`config.mk`:
```
export PLATFORM = sky130hd
export DESIGN_NAME = rf_driver_level_regs
export DESIGN_NICKNAME = d
export VERILOG_FILES = /design/src/verilog/rf_level_pkg.sv /design/src/verilog/field_threshold_decode.sv /design/src/verilog/driver_segment_select.sv /design/src/verilog/rf_driver_level_regs.sv
export SDC_FILE = /design/constraint.sdc
export NUM_CORES = 1
export LEC_CHECK = 0
export ABC_AREA = 1
export BUFFER_PORTS_ARGS = -buffer_cell sky130_fd_sc_hd__buf_2
export CORE_UTILIZATION = 39
export DETAILED_ROUTE_END_ITERATION = 8
export GPL_TIMING_DRIVEN = 0
export PLACE_DENSITY = 0.57
export RECOVER_POWER = 100
export SLEW_MARGIN = 20
export SYNTH_ARGS = -nofsm -noshare
export SYNTH_HDL_FRONTEND = slang
export SYNTH_SLANG_ARGS = --single-unit
export TNS_END_PERCENT = 20
```
`constraint.sdc`:
```
create_clock -name clk -period 2.1 [get_ports clk]
set_input_delay 0.315 -clock clk [delete_from_list [all_inputs] [get_ports clk]]
set_output_delay 0.315 -clock clk [all_outputs]
set_load 0.005 [all_outputs]
```
`src/verilog/rf_level_pkg.sv`:
```
// Purpose: Shared constants for the antenna driver level register group
// Assumes: 8-bit register port, one clock
// Notes:   Offsets are byte addresses on the register port
package rf_level_pkg;

    localparam int DATA_W = 8;
    localparam int ADDR_W = 8;
    localparam int SEG_N  = 8;
    localparam int MV_W   = 10;

    ////////////////////////////////////////////////////////////////////////
    // Register offsets
    localparam logic [7:0] ADDR_DEPTH_CTRL    = 8'h24;
    localparam logic [7:0] ADDR_CAL_RESULT    = 8'h25;
    localparam logic [7:0] ADDR_MOD_MASK      = 8'h26;
    localparam logic [7:0] ADDR_UNMOD_MASK    = 8'h27;
    localparam logic [7:0] ADDR_FIELD_THRESH  = 8'h29;

    ////////////////////////////////////////////////////////////////////////
    // Field positions
    localparam int SRC_SEL_BIT   = 7;
    localparam int DEPTH_MSB     = 6;
    localparam int DEPTH_LSB     = 1;
    localparam int PEER_MSB      = 6;
    localparam int PEER_LSB      = 4;
    localparam int COLL_MSB      = 3;
    localparam int COLL_LSB      = 0;
    localparam int COLL_RANGE_BIT = 3;

    ////////////////////////////////////////////////////////////////////////
    // Reset values, fixed patterns and the threshold write mask
    localparam logic [7:0] RST_DEPTH_CTRL   = 8'h00;
    localparam logic [7:0] RST_CAL_RESULT   = 8'h00;
    localparam logic [7:0] RST_SEG_MASK     = 8'h00;
    localparam logic [7:0] RST_FIELD_THRESH = 8'h33;
    localparam logic [7:0] CAL_FAIL_VALUE   = 8'hFF;
    localparam logic [7:0] ALL_SEG_OFF      = 8'hFF;
    localparam logic [7:0] READ_ZERO        = 8'h00;
    localparam logic [7:0] THRESH_WR_MASK   = 8'h7F;

    // Driver phase seen by the segment logic
    typedef enum logic [0:0] {
        PHASE_NORMAL = 1'b0,
        PHASE_AM     = 1'b1
    } drv_phase_t;

endpackage

```
`src/verilog/field_threshold_decode.sv`:
```
// Purpose: Turns the detector threshold codes into nominal mV levels
// Assumes: Codes come straight from the threshold register
// Notes:   Outputs are registered, one cycle behind the codes
`timescale 1ns/1ns
`default_nettype none
module field_threshold_decode
    import rf_level_pkg::*;
(
    input  wire logic            clk,
    input  wire logic            arst_n,
    input  wire logic [2:0]      peer_code,
    input  wire logic [3:0]      coll_code,
    output logic      [MV_W-1:0] peer_mv_r,
    output logic      [MV_W-1:0] coll_mv_r,
    output logic                 coll_low_range_r
);

    // Shared ladder for the normal range of both detectors
    function automatic logic [MV_W-1:0] ladder_mv(input logic [2:0] c);
        case (c)
            3'h0:    ladder_mv = 10'd75;
            3'h1:    ladder_mv = 10'd105;
            3'h2:    ladder_mv = 10'd150;
            3'h3:    ladder_mv = 10'd205;
            3'h4:    ladder_mv = 10'd290;
            3'h5:    ladder_mv = 10'd400;
            3'h6:    ladder_mv = 10'd560;
            default: ladder_mv = 10'd800;
        endcase
    endfunction

    // Low range for collision avoidance, top code bit set
    function automatic logic [MV_W-1:0] low_mv(input logic [2:0] c);
        case (c)
            3'h0:    low_mv = 10'd25;
            3'h1:    low_mv = 10'd33;
            3'h2:    low_mv = 10'd47;
            3'h3:    low_mv = 10'd64;
            3'h4:    low_mv = 10'd90;
            3'h5:    low_mv = 10'd125;
            3'h6:    low_mv = 10'd175;
            default: low_mv = 10'd250;
        endcase
    endfunction

    // Registered decode
    always_ff @(posedge clk or negedge arst_n) begin
        if (!arst_n) begin
            peer_mv_r        <= '0;
            coll_mv_r        <= '0;
            coll_low_range_r <= 1'b0;
        end else begin
            peer_mv_r        <= ladder_mv(peer_code);
            coll_low_range_r <= coll_code[3];
            coll_mv_r        <= coll_code[3] ? low_mv(coll_code[2:0])
                                             : ladder_mv(coll_code[2:0]);
        end
    end

endmodule
`default_nettype wire

```
`src/verilog/driver_segment_select.sv`:
```
// Purpose: Picks the segment disable pattern for the current driver phase
// Assumes: Phase input is synchronous to clk
// Notes:   Pattern and tristate flag are registered
`timescale 1ns/1ns
`default_nettype none
module driver_segment_select
    import rf_level_pkg::*;
#(
    parameter int SEGS = SEG_N
) (
    input  wire logic            clk,
    input  wire logic            arst_n,
    input  wire logic            am_phase,
    input  wire logic            use_sw_mask,
    input  wire logic [SEGS-1:0] cal_pattern,
    input  wire logic [SEGS-1:0] am_mask,
    input  wire logic [SEGS-1:0] normal_mask,
    output logic      [SEGS-1:0] seg_off_r,
    output logic                 drv_hiz_r
);

    logic [SEGS-1:0] am_pick;
    logic [SEGS-1:0] seg_nxt;

    // AM pattern source: calibration result or software mask
    assign am_pick = use_sw_mask ? am_mask : cal_pattern;
    assign seg_nxt = (am_phase == PHASE_AM) ? am_pick : normal_mask;

    // Bit 7 is the 2 Ohm segment, bit 0 the 256 Ohm one
    always_ff @(posedge clk or negedge arst_n) begin
        if (!arst_n) begin
            seg_off_r <= '0;
            drv_hiz_r <= 1'b0;
        end else begin
            seg_off_r <= seg_nxt;
            drv_hiz_r <= (am_phase == PHASE_NORMAL) && (&normal_mask);
        end
    end

endmodule
`default_nettype wire

```
`src/verilog/rf_driver_level_regs.sv`:
```
// Purpose: Antenna driver level and field detector threshold registers
// Assumes: Single clk at 25 MHz, host register port synchronous to it
// Notes:   Read data appear one cycle after the read strobe
//
// The strobed register port was left to the implementer.
`timescale 1ns/1ns
`default_nettype none
module rf_driver_level_regs
    import rf_level_pkg::*;
#(
    parameter int SEGS = SEG_N
) (
    input  wire logic              clk,
    input  wire logic              arst_n,
    // Host register port
    input  wire logic [ADDR_W-1:0] reg_addr,
    input  wire logic [DATA_W-1:0] reg_wdata,
    input  wire logic              reg_wr,
    input  wire logic              reg_rd,
    output logic      [DATA_W-1:0] reg_rdata_r,
    // Restore-defaults command, one-cycle pulse
    input  wire logic              restore_defaults,
    // Calibration engine result
    input  wire logic              cal_done,
    input  wire logic              cal_fail,
    input  wire logic [SEGS-1:0]   cal_seg_bit,
    // Transmitter phase: high while AM modulated
    input  wire logic              am_phase,
    // Driver and detector controls
    output logic      [SEGS-1:0]   seg_off_r,
    output logic                   drv_hiz_r,
    output logic      [5:0]        mod_depth_r,
    output logic      [MV_W-1:0]   peer_mv_r,
    output logic      [MV_W-1:0]   coll_mv_r,
    output logic                   coll_low_range_r,
    output logic      [2:0]        peer_threshold_code_r,
    output logic      [3:0]        collision_threshold_code_r
);

    ////////////////////////////////////////////////////////////////////////
    // Address decode

    // One place decides whether a write hits a given register; reads decode in the read mux
    function automatic logic hit(input logic [ADDR_W-1:0] a,
                                 input logic [7:0]        target);
        hit = (a == target);
    endfunction

    logic wr_ctrl;
    logic wr_mod;
    logic wr_unmod;
    logic wr_thresh;

    // Write enables; no enable exists for 25h
    assign wr_ctrl   = reg_wr && hit(reg_addr, ADDR_DEPTH_CTRL);
    assign wr_mod    = reg_wr && hit(reg_addr, ADDR_MOD_MASK);
    assign wr_unmod  = reg_wr && hit(reg_addr, ADDR_UNMOD_MASK);
    assign wr_thresh = reg_wr && hit(reg_addr, ADDR_FIELD_THRESH);

    ////////////////////////////////////////////////////////////////////////
    // Storage

    logic [DATA_W-1:0] depth_ctrl_r;
    logic [SEGS-1:0]   depth_cal_result_r;
    logic [SEGS-1:0]   modulated_segment_mask_r;
    logic [SEGS-1:0]   unmodulated_segment_mask_r;
    logic [DATA_W-1:0] field_detect_thresholds_r;
    logic [SEGS-1:0]   cal_result_nxt;

    logic              am_level_source_sel;
    logic [2:0]        peer_code;
    logic [3:0]        coll_code;

    // Field views
    assign am_level_source_sel = depth_ctrl_r[SRC_SEL_BIT];
    assign peer_code = field_detect_thresholds_r[PEER_MSB:PEER_LSB];
    assign coll_code = field_detect_thresholds_r[COLL_MSB:COLL_LSB];

    ////////////////////////////////////////////////////////////////////////
    // Modulation depth control at 24h

    // Restore defaults beats a write in the same cycle
    always_ff @(posedge clk or negedge arst_n) begin
        if (!arst_n) begin
            depth_ctrl_r <= RST_DEPTH_CTRL;
        end else if (restore_defaults) begin
            depth_ctrl_r <= RST_DEPTH_CTRL;
        end else if (wr_ctrl) begin
            depth_ctrl_r <= reg_wdata;
        end
    end

    ////////////////////////////////////////////////////////////////////////
    // Calibration result at 25h

    // Failed run reports every segment disabled
    always_comb begin
        cal_result_nxt = depth_cal_result_r;
        if (cal_done) begin
            if (cal_fail) begin
                cal_result_nxt = CAL_FAIL_VALUE;
            end else begin
                cal_result_nxt = cal_seg_bit;
            end
        end
    end

    // Loaded by the calibration engine and cleared by restore; host writes have no path
    always_ff @(posedge clk or negedge arst_n) begin
        if (!arst_n) begin
            depth_cal_result_r <= RST_CAL_RESULT;
        end else if (restore_defaults) begin
            depth_cal_result_r <= RST_CAL_RESULT;
        end else begin
            depth_cal_result_r <= cal_result_nxt;
        end
    end

    ////////////////////////////////////////////////////////////////////////
    // Segment masks at 26h and 27h

    // Modulated-state mask
    always_ff @(posedge clk or negedge arst_n) begin
        if (!arst_n) begin
            modulated_segment_mask_r <= RST_SEG_MASK;
        end else if (restore_defaults) begin
            modulated_segment_mask_r <= RST_SEG_MASK;
        end else if (wr_mod) begin
            modulated_segment_mask_r <= reg_wdata;
        end
    end

    // Unmodulated-state mask; all ones means drivers float
    always_ff @(posedge clk or negedge arst_n) begin
        if (!arst_n) begin
            unmodulated_segment_mask_r <= RST_SEG_MASK;
        end else if (restore_defaults) begin
            unmodulated_segment_mask_r <= RST_SEG_MASK;
        end else if (wr_unmod) begin
            unmodulated_segment_mask_r <= reg_wdata;
        end
    end

    ////////////////////////////////////////////////////////////////////////
    // Field detector thresholds at 29h

    // Unused bit 7 is forced low so it always reads back zero
    always_ff @(posedge clk or negedge arst_n) begin
        if (!arst_n) begin
            field_detect_thresholds_r <= RST_FIELD_THRESH;
        end else if (restore_defaults) begin
            field_detect_thresholds_r <= RST_FIELD_THRESH;
        end else if (wr_thresh) begin
            field_detect_thresholds_r <= reg_wdata & THRESH_WR_MASK;
        end
    end

    ////////////////////////////////////////////////////////////////////////
    // Read path

    logic [DATA_W-1:0] rd_mux;

    // Unmapped addresses read as zero
    always_comb begin
        case (reg_addr)
            ADDR_DEPTH_CTRL:   rd_mux = depth_ctrl_r;
            ADDR_CAL_RESULT:   rd_mux = depth_cal_result_r;
            ADDR_MOD_MASK:     rd_mux = modulated_segment_mask_r;
            ADDR_UNMOD_MASK:   rd_mux = unmodulated_segment_mask_r;
            ADDR_FIELD_THRESH: rd_mux = field_detect_thresholds_r;
            default:           rd_mux = READ_ZERO;
        endcase
    end

    // Data stand only in the cycle after the strobe
    always_ff @(posedge clk or negedge arst_n) begin
        if (!arst_n) begin
            reg_rdata_r <= READ_ZERO;
        end else if (reg_rd) begin
            reg_rdata_r <= rd_mux;
        end else begin
            reg_rdata_r <= READ_ZERO;
        end
    end

    ////////////////////////////////////////////////////////////////////////
    // Field and depth outputs

    // Raw codes for the analog detector and modulator trims
    always_ff @(posedge clk or negedge arst_n) begin
        if (!arst_n) begin
            mod_depth_r                <= '0;
            peer_threshold_code_r      <= '0;
            collision_threshold_code_r <= '0;
        end else begin
            mod_depth_r                <= depth_ctrl_r[DEPTH_MSB:DEPTH_LSB];
            peer_threshold_code_r      <= peer_code;
            collision_threshold_code_r <= coll_code;
        end
    end

    ////////////////////////////////////////////////////////////////////////
    // Segment selection

    // Phase change reaches the drivers one cycle later
    driver_segment_select #(
        .SEGS        (SEGS)
    ) u_seg (
        .clk         (clk),
        .arst_n      (arst_n),
        .am_phase    (am_phase),
        .use_sw_mask (am_level_source_sel),
        .cal_pattern (depth_cal_result_r),
        .am_mask     (modulated_segment_mask_r),
        .normal_mask (unmodulated_segment_mask_r),
        .seg_off_r   (seg_off_r),
        .drv_hiz_r   (drv_hiz_r)
    );

    ////////////////////////////////////////////////////////////////////////
    // Threshold decode

    // Code 0111 gives the top level recommended for active links
    field_threshold_decode u_thr (
        .clk              (clk),
        .arst_n           (arst_n),
        .peer_code        (peer_code),
        .coll_code        (coll_code),
        .peer_mv_r        (peer_mv_r),
        .coll_mv_r        (coll_mv_r),
        .coll_low_range_r (coll_low_range_r)
    );

endmodule
`default_nettype wire

```
# Word-level counts from Yosys, hierarchy flattened
# Index checks and enable logic that the tools add are counted.
[totals]
reg_bits = 91
input_bits = 32
out_inout_bits = 51
elab_cells = 64
[op_classes]
n_eq_ne = 17
muxes = 19
bitwise_logic = 1
reduce_logical = 13
[ops]
columns = ["cell", "count"]
rows = [
  ["case mux 10 bit (7 select lines)", 2],
  ["2-to-1 mux 8 bit", 14],
  ["case mux 8 bit (7 select lines)", 1],
  ["== test 8 x 6 -> 1 bit, second input constant", 5],
  ["case mux 8 bit (5 select lines)", 1],
  ["== test 3 bit, second input constant", 6],
  ["== test 3 x 2 -> 1 bit, second input constant", 4],
  ["2-to-1 mux 10 bit", 1],
  ["nonzero test 2 bit", 5],
  ["AND reduction 8 bit", 1],
  ["== test 3 x 1 -> 1 bit, second input constant", 2],
  ["logical NOT 3 bit", 2],
  ["logical AND 1 bit", 5],
  ["inverter 1 bit", 1],
]

# Longest topological paths before layout
# Gate-level depths: netlist (run 1).
[depth]
word_depth = 4
ltp_mapped = 8

# By module
# Synthesis (run 1) repeated with hierarchy kept, for this count alone.
[unflattened]
hier_cells = 443
area_unflattened_um2 = 3918.8
[by_module_without_submodules]
columns = ["module", "instances", "cells_each", "area_per_inst_um2"]
rows = [
  ["rf_driver_level_regs", 1, 284, 2628.8],
  ["field_threshold_decode", 1, 83, 769.5],
  ["driver_segment_select", 1, 76, 520.5],
]

# Worst setup path after synthesis (run 1)
# Ideal clock, no wire load.
[synth_timing]
path_type = "in2reg"
startpoint = "input port reg_addr[3]"
endpoint = "register unmodulated_segment_mask_r[3]"
t_arrival_ns = 1.040
required_ns = 1.979
path_slack_ns = 0.939
path_stages = 7
n_path_buf = 1
cell_sequence = "inv_1 > nand2_4 > nor2_4 > nand3_2 > buf_6 > nand3_1 > o21ai_2"
[synth_between]
elab_chain_cells = 3
[synth_rtl]
columns = ["item", "line_no", "source"]
rows = [
  ["start, declared", "rf_driver_level_regs.sv:16", "input wire logic [ADDR_W-1:0] reg_addr,"],
  ["== test 8 x 6 -> 1 bit", "rf_driver_level_regs.sv:46", "hit = (a == target);"],
  ["logical AND 1 bit", "rf_driver_level_regs.sv:57", "assign wr_unmod = reg_wr && hit(reg_addr, ADDR_UNMOD_MASK);"],
  ["nonzero test 2 bit (no source line)", "n/a", ""],
  ["end signal, assigned", "rf_driver_level_regs.sv:140", "unmodulated_segment_mask_r <= reg_wdata;"],
  ["end, declared", "rf_driver_level_regs.sv:66", "logic [SEGS-1:0] unmodulated_segment_mask_r;"],
]
# No other way between the ends.
# A chain may end at the register's enable or synchronous reset.

# Worst setup path in the final report (run 1)
[layout_timing]
startpoint = "input port reg_addr[1]"
endpoint = "register field_detect_thresholds_r[3]"
[layout_between]
elab_chain_cells = 3
[layout_rtl]
columns = ["item", "line_no", "source"]
rows = [
  ["== test 8 x 6 -> 1 bit", "rf_driver_level_regs.sv:46", ""],
  ["logical AND 1 bit", "rf_driver_level_regs.sv:58", "assign wr_thresh = reg_wr && hit(reg_addr, ADDR_FIELD_THRESH);"],
  ["nonzero test 2 bit (no source line)", "n/a", ""],
  ["end signal, assigned", "rf_driver_level_regs.sv:154", "field_detect_thresholds_r <= reg_wdata & THRESH_WR_MASK;"],
  ["end, declared", "rf_driver_level_regs.sv:67", "logic [DATA_W-1:0] field_detect_thresholds_r;"],
]
# No other way between the ends.

==> metrics.yaml, run 1 <==
outcome:
  status: "finished clean"
grt:
  globalRoute.totalOverflow: 0
  antenna_found_initial: 0
  grt_max_degree: 46
  grtUsageTotal_pct: 19.41
  grt_pass1_vias: 2887
  grt_pass1_wl_um: 14860
final_layout:
  post-route-util_pct: 48.18
  nets: 538
  antenna_cells: 0
  layout.cells.non_filler: 640
  final_layout_size_suffix_gt1_share_pct: 21.33
  syn_to_final_growth_pct: 18.82
  fillers: 935
power_and_ir_drop:
  power.share.clock_pct: 36.8
  p_sw_mw: 0.9248
  p_leak_nw: 2.263
  power_density_mw_per_mm2: 754.7
  switching_share_pct: 27.27
  p_comb_share_pct: 9.9
  intPower_mw: 2.467
  ir_drop_uv: 335.9
  p_seq_share_pct: 53.3
  totalPowerFinal_mw: 3.392
routing:
  wire_per_inst_um: 14.59
  finalWirelength_um: 9336
  ant_nets: 0
  viasPerCell: 4.938
  drt-pass1-iter-count: 4
  drt_iter0_drc: 121
  drc: 0
  num_vias: 3160
min_path:
  holdPathStages: 3
  hp-start: "reg_wdata[5]"
  min_to: "field_detect_thresholds_r[5]$_DFFE_PN1P_"
  hold_class: "in2reg"
sta:
  worstMarginPinSlew_ps: 1062
  hold_viol: 0
  setup_tns_ps: 0
  clock.fmax_mhz: 616.6
  whs_ps: 198.0
  period_minus_slack_ps: 1622
  setup_viol: 0
  fin_skew_ps: 9.982
  maxSlewHeadroom_pct: 29.21
  rsz0062_at_grt: "no"
  final_max_slew_viol_count: 0
  post-route-period-util_pct: 77.23
placed_design:
  place.gp.congestion: 0.8610
  portBuffers: 80
  hpwl_um: 7048
  placed_cells: 623
setup_path:
  crit_path_start_kind: "primary input"
  cp_top_family: "simple AND/OR/NAND/NOR gates"
  crit_chain: "clkbuf_1, inv_1, nand2_1, nor2_1, nand3_2, nand2_1, inv_1, nand2_1, o21ai_0"
  required_ps: 2330
  rrSetupSlack_ps: 560
  cp-startpoint: "reg_addr[1]"
  max_stage_delay_ps: 520
  path_common_cell: "nand2_1"
  cpMaxStageDelayCell: "nor2_1"
  cp-end-kind: "register"
  r2r_start: "depth_ctrl_r[7]$_DFFE_PN0P_"
  reg2reg_depth: 4
  reg2reg_to: "u_seg.seg_off_r[6]$_DFF_PN0_"
  arrival_ps: 1850
  crit_buf_inv: 3
  cp_max_fo: 9
  crit_type: "in2reg"
yosys:
  netlist_top_cells_area: "dfrtp_1 55%, nand2_1 8.1%, nand3_1 7.0%"
  yosysSeqAreaShare_pct: 57.69
  syn_inst: 413
  yosysWarnings: 0
  synth-seq-cells: 87
  async_flop_share_pct: 100.0
  synth_top_area_cell: "dfrtp_1"
  synth_top_cells_by_count: "83 x dfrtp_1, 82 x nand2_1, 53 x nand3_1, 47 x nor2_1, 33 x inv_1"
  synth_ff_type: "dfrtp_1"
  avgSynthCellArea_um2: 9.158
  synth_most_common_cell: "dfrtp_1"
  synth_cell_types: 36
  syn_nets: 445
  synth_top_area_share_pct: 54.91
  netlist_area_mm2: 0.003782
  synth-edff-count: 0
cts:
  cts_buffers: 9
  cts_resized: 0
  cts_hold_buffers: 1
  cts_tree: "done"
  htreeDepth: 3
  clk_path_buf_depth: 2
  path_clk_slew_ps: 100
  numClockSinks: 87
  root_buffer: "clkbuf_8"
  post_cts_buffers: 0
  clock_latency_ps: 360
flow_run:
  maxCapViolCount: 0
die:
  die_h_um: 100.5
  fp-row-count: 35
  chipWidth_um: 100.5
  coreArea_mm2: 0.009328
  boundaryPins: 83
  start_util_pct: 40.55
  dieArea_mm2: 0.01010
[flip-flops by register name (all words and copies together), names as in the netlist]
register,count
collision_threshold_code_r,4
u_seg.seg_off_r,8
peer_threshold_code_r,3
depth_ctrl_r,8
mod_depth_r,6
reg_rdata_r,8
u_thr.peer_mv_r,8
depth_cal_result_r,8
field_detect_thresholds_r,7
modulated_segment_mask_r,8
u_thr.coll_mv_r,10
u_seg.drv_hiz_r,1
unmodulated_segment_mask_r,8
[cell families after synthesis]
family / after synthesis / synth area share (%)
AO/OA/AOI/OAI: 55 / 8.766
XOR/XNOR: 1 / 0.2316
buffers and inverters: 59 / 7.013
flip-flops: 87 / 57.69
AND/OR/NAND/NOR: 211 / 26.30
[layer usage]
layer | part of all wire [%] | up-vias | GRT usage [%]
li1 | - | 1536 | -
met1 | 50 | 1547 | 28.35
met2 | 46 | 69 | 29.87
met3 | 3.4 | 8 | 3.467
met4 | 0.97 | 0 | 5.017
met5 | 0 | - | 0
[power groups by stage]
stage | logic, mW | registers, mW | clock network [mW]
floorplan | 0.173 | 1.84 | 0
global placement | 0.348 | 1.84 | 0
detailed placement | 0.358 | 1.84 | 0
CTS | 0.360 | 1.81 | 1.27
global route | 0.383 | 1.82 | 1.34
finish | 0.337 | 1.81 | 1.25
[worst register-to-register path, delay by kind of cell, from the launching register on]
family	cells	cell delay (ps)
flip-flops	1	330
buffers and inverters	2	750
AO/OA/AOI/OAI	2	340
[layout by cell type, fill, tap and decap left out, types with 3 or more instances in the layout]
| cell type | instances |
|---|---|
| nor2_1 | 50 |
| clkbuf_1 | 23 |
| buf_4 | 3 |
| inv_6 | 3 |
| nand4_1 | 8 |
| clkbuf_4 | 3 |
| nand3_2 | 3 |
| nand2_2 | 3 |
| clkbuf_8 | 9 |
| dfrtp_1 | 83 |
| nand2_1 | 85 |
| o22ai_1 | 10 |
| nand3_1 | 53 |
| o21ai_0 | 25 |
| inv_1 | 35 |
| dfstp_1 | 4 |
| a31oi_1 | 7 |
| a21oi_1 | 4 |
| buf_2 | 65 |
| inv_2 | 4 |
[layout make-up]
| class | count | area (µm²) | share of cell area (%) |
|---|---|---|---|
| Buffer | 19 | 110.1 | 2.450 |
| Clock buffer | 9 | 123.9 | 2.756 |
| Clock inverter | 7 | 87.58 | 1.949 |
| Inverter | 40 | 150.1 | 3.341 |
| Multi-Input combinational cell | 267 | 1267 | 28.20 |
| Sequential cell | 87 | 2182 | 48.55 |
| Tap cell | 129 | 161.4 | 3.591 |
| Timing Repair Buffer | 82 | 411.6 | 9.159 |
[worst max path at each step]
stage	to	slack, ps	cells after the start
floorplan	unmodulated_segment_mask_r[3]$_DFFE_PN0P_	940	7
global placement	modulated_segment_mask_r[6]$_DFFE_PN0P_	20	1
detailed placement	field_detect_thresholds_r[2]$_DFFE_PN0P_	640	9
CTS	u_thr.coll_mv_r[5]$_DFF_PN0_	720	5
global route	depth_ctrl_r[2]$_DFFE_PN0P_	340	9
finish	field_detect_thresholds_r[3]$_DFFE_PN0P_	480	9
[per-stage QoR]
| stage | setup slack (ps) | instance area [µm²] |
|---|---|---|
| final | 478.2 | 4494 |
| after global routing | 339.1 | 4494 |
| after CTS | 723.6 | 4588 |
| after detailed placement | 642.9 | 4367 |
| after global placement | 21.05 | 4344 |
| after floorplan | 939.1 | 3782 |
(Power assumes the default switching activity.)
==> run 2, diff against run 1 <==
==> constraint.sdc (replaced) <==
create_clock -name clk -period 1.7 [get_ports clk]
set_input_delay 0.255 -clock clk [delete_from_list [all_inputs] [get_ports clk]]
set_output_delay 0.255 -clock clk [all_outputs]
set_load 0.005 [all_outputs]
==> run 2 against run 1 <==
Net effect:
- worst setup slack lost 240 ps
- via count is essentially flat
- clock-buffer cell count is the same
- highest routed layer unchanged
- non-clock buffer count is the same
- sequential power grew 23%
- critical path type is now reg2reg
- sequential share of layout area shrank 0.36 points
- core utilization grew 0.36 points
==> metrics.yaml, run 2 (same netlist as run 1, synthesis figures left out) <==
power_and_ir_drop:
  p_leak_nw: 2.290  # +1.2%
  p_comb_share_pct: 10.1  # +0.2 points
  ir_drop_uv: 409.1  # +22%
  p_seq_share_pct: 53.3  # about the same
  power.share.clock_pct: 36.6  # -0.2 points
  p_sw_mw: 1.140  # +23%
  intPower_mw: 3.051  # +24%
  power_density_mw_per_mm2: 925.7  # +23%
  switching_share_pct: 27.20  # -0.061 points
  totalPowerFinal_mw: 4.192  # +24%
grt:
  grtUsageTotal_pct: 19.41  # unchanged
  grt_max_degree: 46  # unchanged
  antenna_found_initial: 0  # unchanged
  grt_pass1_wl_um: 14860  # unchanged
  grt_pass1_vias: 2887  # unchanged
  globalRoute.totalOverflow: 0  # unchanged
die:
  die_h_um: 100.5  # unchanged
  boundaryPins: 83  # unchanged
  fp-row-count: 35  # unchanged
  dieArea_mm2: 0.01010  # unchanged
  chipWidth_um: 100.5  # unchanged
  start_util_pct: 40.55  # unchanged
  coreArea_mm2: 0.009328  # unchanged
setup_path:
  reg2reg_depth: 5  # +1
  crit_type: "reg2reg"
  rrSetupSlack_ps: 230  # -330 ps
  cp-end-kind: "register"
  required_ps: 1950  # -380 ps
  crit_path_start_kind: "register"
  cp_top_family: "flip-flops"
  cpMaxStageDelayCell: "dfstp_1"
  cp_max_fo: 7  # -2
  reg2reg_to: "u_thr.coll_mv_r[5]$_DFF_PN0_"
  crit_chain: "inv_1, o21ai_0, nand2_1, o21ai_0, nand2_1"
  arrival_ps: 1710  # -140 ps
  max_stage_delay_ps: 660  # +140 ps
  crit_buf_inv: 1  # -2
  r2r_start: "field_detect_thresholds_r[0]$_DFFE_PN1P_"
sta:
  clock.fmax_mhz: 682.0
  period_minus_slack_ps: 1466
  maxSlewHeadroom_pct: 53.35  # +24 points
  worstMarginPinSlew_ps: 697.1  # -364.7 ps
  worst_slack_ps: 233.8  # -244.4 ps
  post-route-period-util_pct: 86.25
  rsz0062_at_grt: "no"
  fin_skew_ps: 9.417  # -0.5652 ps
  hold_viol: 0  # unchanged
  setup_tns_ps: 0  # unchanged
  setup_viol: 0  # unchanged
  final_max_slew_viol_count: 0  # unchanged
  whs_ps: 138.0  # -59.99 ps
routing:
  finalWirelength_um: 9272  # -0.69%
  drt_iter0_drc: 102  # -16%
  ant_nets: 0  # unchanged
  drc: 0  # unchanged
  num_vias: 3163  # +0.095%
  drt-pass1-iter-count: 4  # unchanged
  wire_per_inst_um: 14.49  # -0.69%
  viasPerCell: 4.942  # about the same
final_layout:
  largest_register_ffs: 10  # unchanged
  final_layout_size_suffix_gt1_share_pct: 22.90  # +1.6 points
  nets: 538  # unchanged
  final_cell_mix: "84 x nand2_1, 83 x dfrtp_1, 68 x buf_2, 53 x nand3_1, 49 x nor2_1"
  layout.cells.non_filler: 640  # unchanged
  fillers: 934  # -0.11%
  regMostFlops: "u_thr.coll_mv_r"
  antenna_cells: 0  # unchanged
  syn_to_final_growth_pct: 19.72
  post-route-util_pct: 48.54  # +0.36 points
  stdcell_area_mm2: 0.004528  # +0.75%
  multi_input_area_mm2: 0.001295  # +2.2%
  seq_area_mm2: 0.002182  # unchanged
  final_common_cell: "nand2_1"
cts:
  clk_path_buf_depth: 2  # unchanged
  cts_hold_buffers: 1  # unchanged
  root_buffer: "clkbuf_8"
  numClockSinks: 87  # unchanged
  cts_tree: "done"
  htreeDepth: 3  # unchanged
  clock_latency_ps: 360  # about the same
  post_cts_buffers: 0  # unchanged
  path_clk_slew_ps: 100  # about the same
  cts_resized: 0  # unchanged
  cts_buffers: 9  # unchanged
placed_design:
  placed_area_mm2: 0.004367  # unchanged
  placed_cells: 623  # unchanged
  portBuffers: 80  # unchanged
  hpwl_um: 7048  # unchanged
  place_ws_ps: 302.9  # -340.0 ps
  place.gp.congestion: 0.8610  # unchanged
min_path:
  hold_class: "in2reg"
  hp-start: "reg_wdata[5]"
  min_to: "field_detect_thresholds_r[5]$_DFFE_PN1P_"
  holdPathStages: 3  # unchanged
outcome:
  status: "finished clean"
flow_run:
  maxCapViolCount: 0  # unchanged
[run 2: cell types whose count changed in the layout (fill, tap and decap cells not counted)]
cell	before	now
buf_2	65	68
clkbuf_1	23	20
inv_1	35	33
inv_2	4	6
buf_4	3	4
clkbuf_2	1	0
nand2_1	85	84
nand2_4	1	2
nor2_1	50	49
nor2_8	0	1
o21ai_1	2	1
o21ai_2	1	2
[run 2: worst max-delay path by stage]
| stage | from | end | depth (start not counted) |
|---|---|---|---|
| after global placement | arst_n | modulated_segment_mask_r[6]$_DFFE_PN0P_ | 1 |
| final | field_detect_thresholds_r[0]$_DFFE_PN1P_ | u_thr.coll_mv_r[5]$_DFF_PN0_ | 5 |
| after detailed placement | reg_addr[1] | field_detect_thresholds_r[2]$_DFFE_PN0P_ | 9 |
| after floorplan | field_detect_thresholds_r[0]$_DFFE_PN1P_ | u_thr.coll_mv_r[5]$_DFF_PN0_ | 5 |
| after CTS | field_detect_thresholds_r[0]$_DFFE_PN1P_ | u_thr.coll_mv_r[5]$_DFF_PN0_ | 5 |
| after global routing | reg_addr[1] | field_detect_thresholds_r[2]$_DFFE_PN0P_ | 9 |
[run 2: final cells by class]
cell class | instances | area share, %
plain buffers | 19 | 2.487
clock buffers | 9 | 2.736
clock inverters | 7 | 1.934
inverters | 40 | 3.316
multi-input cells | 267 | 28.60
flip-flops and latches | 87 | 48.19
well taps | 129 | 3.565
repair buffers | 82 | 9.174
[run 2: power groups by stage]
stage | clock network [mW] | logic (mW) | registers, mW
4_1_cts | 1.57 | 0.445 | 2.24
3_3_place_gp | 0 | 0.430 | 2.27
5_1_grt | 1.66 | 0.482 | 2.24
3_5_place_dp | 0 | 0.442 | 2.28
6_report | 1.54 | 0.424 | 2.23
2_1_floorplan | 0 | 0.214 | 2.27
[run 2: layer usage]
layer  global-route usage (%)  up-vias  routed length [µm]
li1                         -     1540                   -
met1                    28.35     1534                4478
met2                    29.87       81                4300
met3                    3.467        8                 400
met4                    5.017        0                  93
met5                        0        -                   0
[run 2: worst reg2reg max path, cell delays in order, from the launching register on]
cell and delay, ps:
dfstp_1 660, inv_1 120, o21ai_0 330, nand2_1 80, o21ai_0 100, nand2_1 70
==> run 3, diff against run 2 <==
--- a/config.mk
+++ b/config.mk
@@ -10,10 +10,11 @@
 export CORE_UTILIZATION = 39
 export DETAILED_ROUTE_END_ITERATION = 8
 export GPL_TIMING_DRIVEN = 0
-export PLACE_DENSITY = 0.57
+export PLACE_DENSITY = 0.56
 export RECOVER_POWER = 100
 export SLEW_MARGIN = 20
 export SYNTH_ARGS = -nofsm -noshare
 export SYNTH_HDL_FRONTEND = slang
+export SYNTH_HIERARCHICAL = 1
 export SYNTH_SLANG_ARGS = --single-unit
 export TNS_END_PERCENT = 20
==> run 3 against run 2 <==
Net effect:
- sequential power is 8% higher
- via count down 0.85%
- sequential share of layout area is 0.29 points lower
- highest routed layer unchanged
- hold slack got worse by 1.3 ps
- global-route usage shrank 0.21 points
- wire length hardly changed
- final cell count grew 5.3%
- critical path depth unchanged
- clock power is 11% lower
- first-iteration DRC count grew 42%
- critical path type unchanged
- total power increased by 3.4%
- largest cell class unchanged
==> metrics.yaml, run 3 <==
final_layout:
  largest_register_ffs: 10  # unchanged
  nets: 568  # +5.6%
  fillers: 1018  # +9.0%
  layout.cells.non_filler: 674  # +5.3%
  final_cell_mix: "130 x nand2_1, 84 x dfrtp_1, 61 x nand3_1, 55 x buf_2, 47 x inv_1"
  regMostFlops: "u_thr/coll_mv_r"
  post-route-util_pct: 47.15  # -1.4 points
  stdcell_area_mm2: 0.004608  # +1.8%
  final_common_cell: "nand2_1"
  syn_to_final_growth_pct: 17.59
  antenna_cells: 0  # unchanged
  final_layout_size_suffix_gt1_share_pct: 20.15  # -2.7 points
setup_path:
  arrival_ps: 1590  # -120 ps
  required_ps: 1960  # about the same
  crit_type: "reg2reg"
  cp_max_fo: 8  # +1
  crit_path_start_kind: "register"
  cp-end-kind: "register"
yosys:
  async_flop_share_pct: 100.0  # unchanged
  synth_ff_type: "dfrtp_1"
  synth_cell_types: 27  # -25%
  synth_top_cells_by_count: "127 x nand2_1, 84 x dfrtp_1, 61 x nand3_1, 41 x inv_1, 38 x nor2_1"
  synth-edff-count: 0  # unchanged
  avgSynthCellArea_um2: 8.846  # -3.4%
  synth_top_area_share_pct: 53.64  # -1.3 points
  yosysWarnings: 6  # +6
  synth_top_area_cell: "dfrtp_1"
  syn_nets: 475  # +6.7%
  netlist_top_cells_area: "dfrtp_1 54%, nand2_1 12%, nand3_1 7.8%"
  syn_inst: 443  # +7.3%
  netlist_area_mm2: 0.003919  # +3.6%
  synth_most_common_cell: "nand2_1"
  synth-seq-cells: 88  # +1.1%
  yosysSeqAreaShare_pct: 56.32  # -1.4 points
grt:
  grtUsageTotal_pct: 19.20  # -0.21 points
  antenna_found_initial: 0  # unchanged
  grt_max_degree: 56  # +22%
  grt_pass1_wl_um: 14990  # +0.93%
  globalRoute.totalOverflow: 0  # unchanged
  grt_pass1_vias: 3004  # +4.1%
power_and_ir_drop:
  totalPowerFinal_mw: 4.334  # +3.4%
  p_seq_share_pct: 55.3  # +2.0 points
  power_density_mw_per_mm2: 940.6  # +1.6%
  p_leak_nw: 2.380  # +3.9%
  power.share.clock_pct: 31.6  # -5.0 points
  p_sw_mw: 1.252  # +9.8%
  intPower_mw: 3.083  # +1.0%
  p_comb_share_pct: 13.1  # +3.0 points
  switching_share_pct: 28.88  # +1.7 points
  ir_drop_uv: 389.1  # -4.9%
sta:
  hold_viol: 0  # unchanged
  post-route-period-util_pct: 78.25  # -8.0 points
  worstMarginPinSlew_ps: 437.7  # -259.4 ps
  clock.fmax_mhz: 751.7  # +10%
  rsz0062_at_grt: "no"
  setup_tns_ps: 0  # unchanged
  whs_ps: 136.7  # -1.290 ps
  fin_skew_ps: 9.301  # -0.1156 ps
  final_max_slew_viol_count: 0  # unchanged
  worst_slack_ps: 369.7  # +135.9 ps
  period_minus_slack_ps: 1330  # -135.9 ps
  setup_viol: 0  # unchanged
  maxSlewHeadroom_pct: 70.82  # +17 points
die:
  start_util_pct: 40.09  # -0.46 points
  fp-row-count: 36  # +2.9%
  dieArea_mm2: 0.01045  # +3.5%
  die_h_um: 102.2  # +1.8%
  coreArea_mm2: 0.009774  # +4.8%
  boundaryPins: 83  # unchanged
  chipWidth_um: 102.2  # +1.8%
placed_design:
  placed_area_mm2: 0.004516  # +3.4%
  placed_cells: 657  # +5.5%
  portBuffers: 80  # unchanged
  place.gp.congestion: 0.8264  # -4.0%
  place_ws_ps: 204.5  # -98.41 ps
  hpwl_um: 6976  # -1.0%
cts:
  clk_path_buf_depth: 2  # unchanged
  path_clk_slew_ps: 100  # about the same
  clock_latency_ps: 360  # about the same
  cts_tree: "done"
  root_buffer: "clkbuf_8"
  numClockSinks: 88  # +1.1%
  cts_buffers: 9  # unchanged
  cts_resized: 0  # unchanged
  htreeDepth: 3  # unchanged
routing:
  drt_iter0_drc: 145  # +42%
  viasPerCell: 4.653  # -5.9%
  drc: 0  # unchanged
  num_vias: 3136  # -0.85%
  finalWirelength_um: 9268  # about the same
  drt-pass1-iter-count: 4  # unchanged
  ant_nets: 0  # unchanged
  wire_per_inst_um: 13.75  # -5.1%
min_path:
  hold_class: "in2reg"
flow_run:
  maxCapViolCount: 0  # unchanged
outcome:
  status: "finished clean"
## run 3: cell types whose count changed in the layout (fill, tap and decap cells not counted), moves of 3 or more
cell,change
nand2_1,+46
nor2_1,-10
nand3_1,+8
inv_1,+14
a21oi_1,-3
buf_2,-13
o21ai_2,+5
a31oi_1,-7
nand4_1,-8
clkbuf_1,+8
## run 3: cell families (layout without fill, tap and decap cells)
family | count (synthesis) | after routing | share of synthesized area (%)
compound gates | 45 | 45 | 7.918
buf+inv | 68 | 166 | 8.621
flops | 88 | 88 | 56.32
simple gates | 242 | 242 | 27.14
## run 3: repair_timing
action                    CTS  global route
hold endpoints to repair   33             0
hold buffers                1             0
setup buffers               0             0
## run 3: layout make-up
class,instances,area [µm²],share of cell area [%]
flip-flops and latches,88,2207,47.90
multi-input cells,287,1325,28.75
repair buffers,82,410.4,8.906
inverters,53,206.4,4.480
well taps,133,166.4,3.611
clock buffers,10,137.6,2.987
plain buffers,15,102.6,2.226
clock inverters,6,52.55,1.140
## run 3: power groups by stage
| stage | sequential [mW] | combinational (mW) | clock, mW |
|---|---|---|---|
| 4_1_cts | 2.40 | 0.618 | 1.40 |
| 5_1_grt | 2.42 | 0.654 | 1.50 |
| 3_5_place_dp | 2.44 | 0.614 | 0 |
| 3_3_place_gp | 2.44 | 0.596 | 0 |
| 6_report | 2.40 | 0.569 | 1.37 |
| 2_1_floorplan | 2.42 | 0.331 | 0 |
## run 3: layer usage
layer	up-vias	global-route usage (%)	wire, µm
met4	0	8.022	184
met1	1461	28.63	4803
met2	83	27.57	3906
met5	-	0	0
li1	1577	-	-
met3	15	3.078	374
## run 3: worst max-delay path, cell delays in order (launching register included)
cell	delay [ps]
dfstp_1	720
inv_2	80
nand2_1	220
nand2_2	100
nand2_1	70
nand2_1	50
## run 3: final timing paths
check                                                         startpoint                                        to  slack, ps  cells past startpoint
worst max-delay path            field_detect_thresholds_r[0]$_DFFE_PN1P_              u_thr/coll_mv_r[2]$_DFF_PN0_        370                      5
worst min-delay path                                        reg_wdata[5]  field_detect_thresholds_r[5]$_DFFE_PN1P_        140                      3
worst max register to register  field_detect_thresholds_r[0]$_DFFE_PN1P_              u_thr/coll_mv_r[2]$_DFF_PN0_        370                      5
worst min register to register               depth_ctrl_r[2]$_DFFE_PN0P_                  mod_depth_r[1]$_DFF_PN0_        410                      0
max in group asynchronous                                         arst_n  field_detect_thresholds_r[0]$_DFFE_PN1P_        670                      3
min in group asynchronous                                         arst_n              u_thr/coll_mv_r[4]$_DFF_PN0_        370                      2
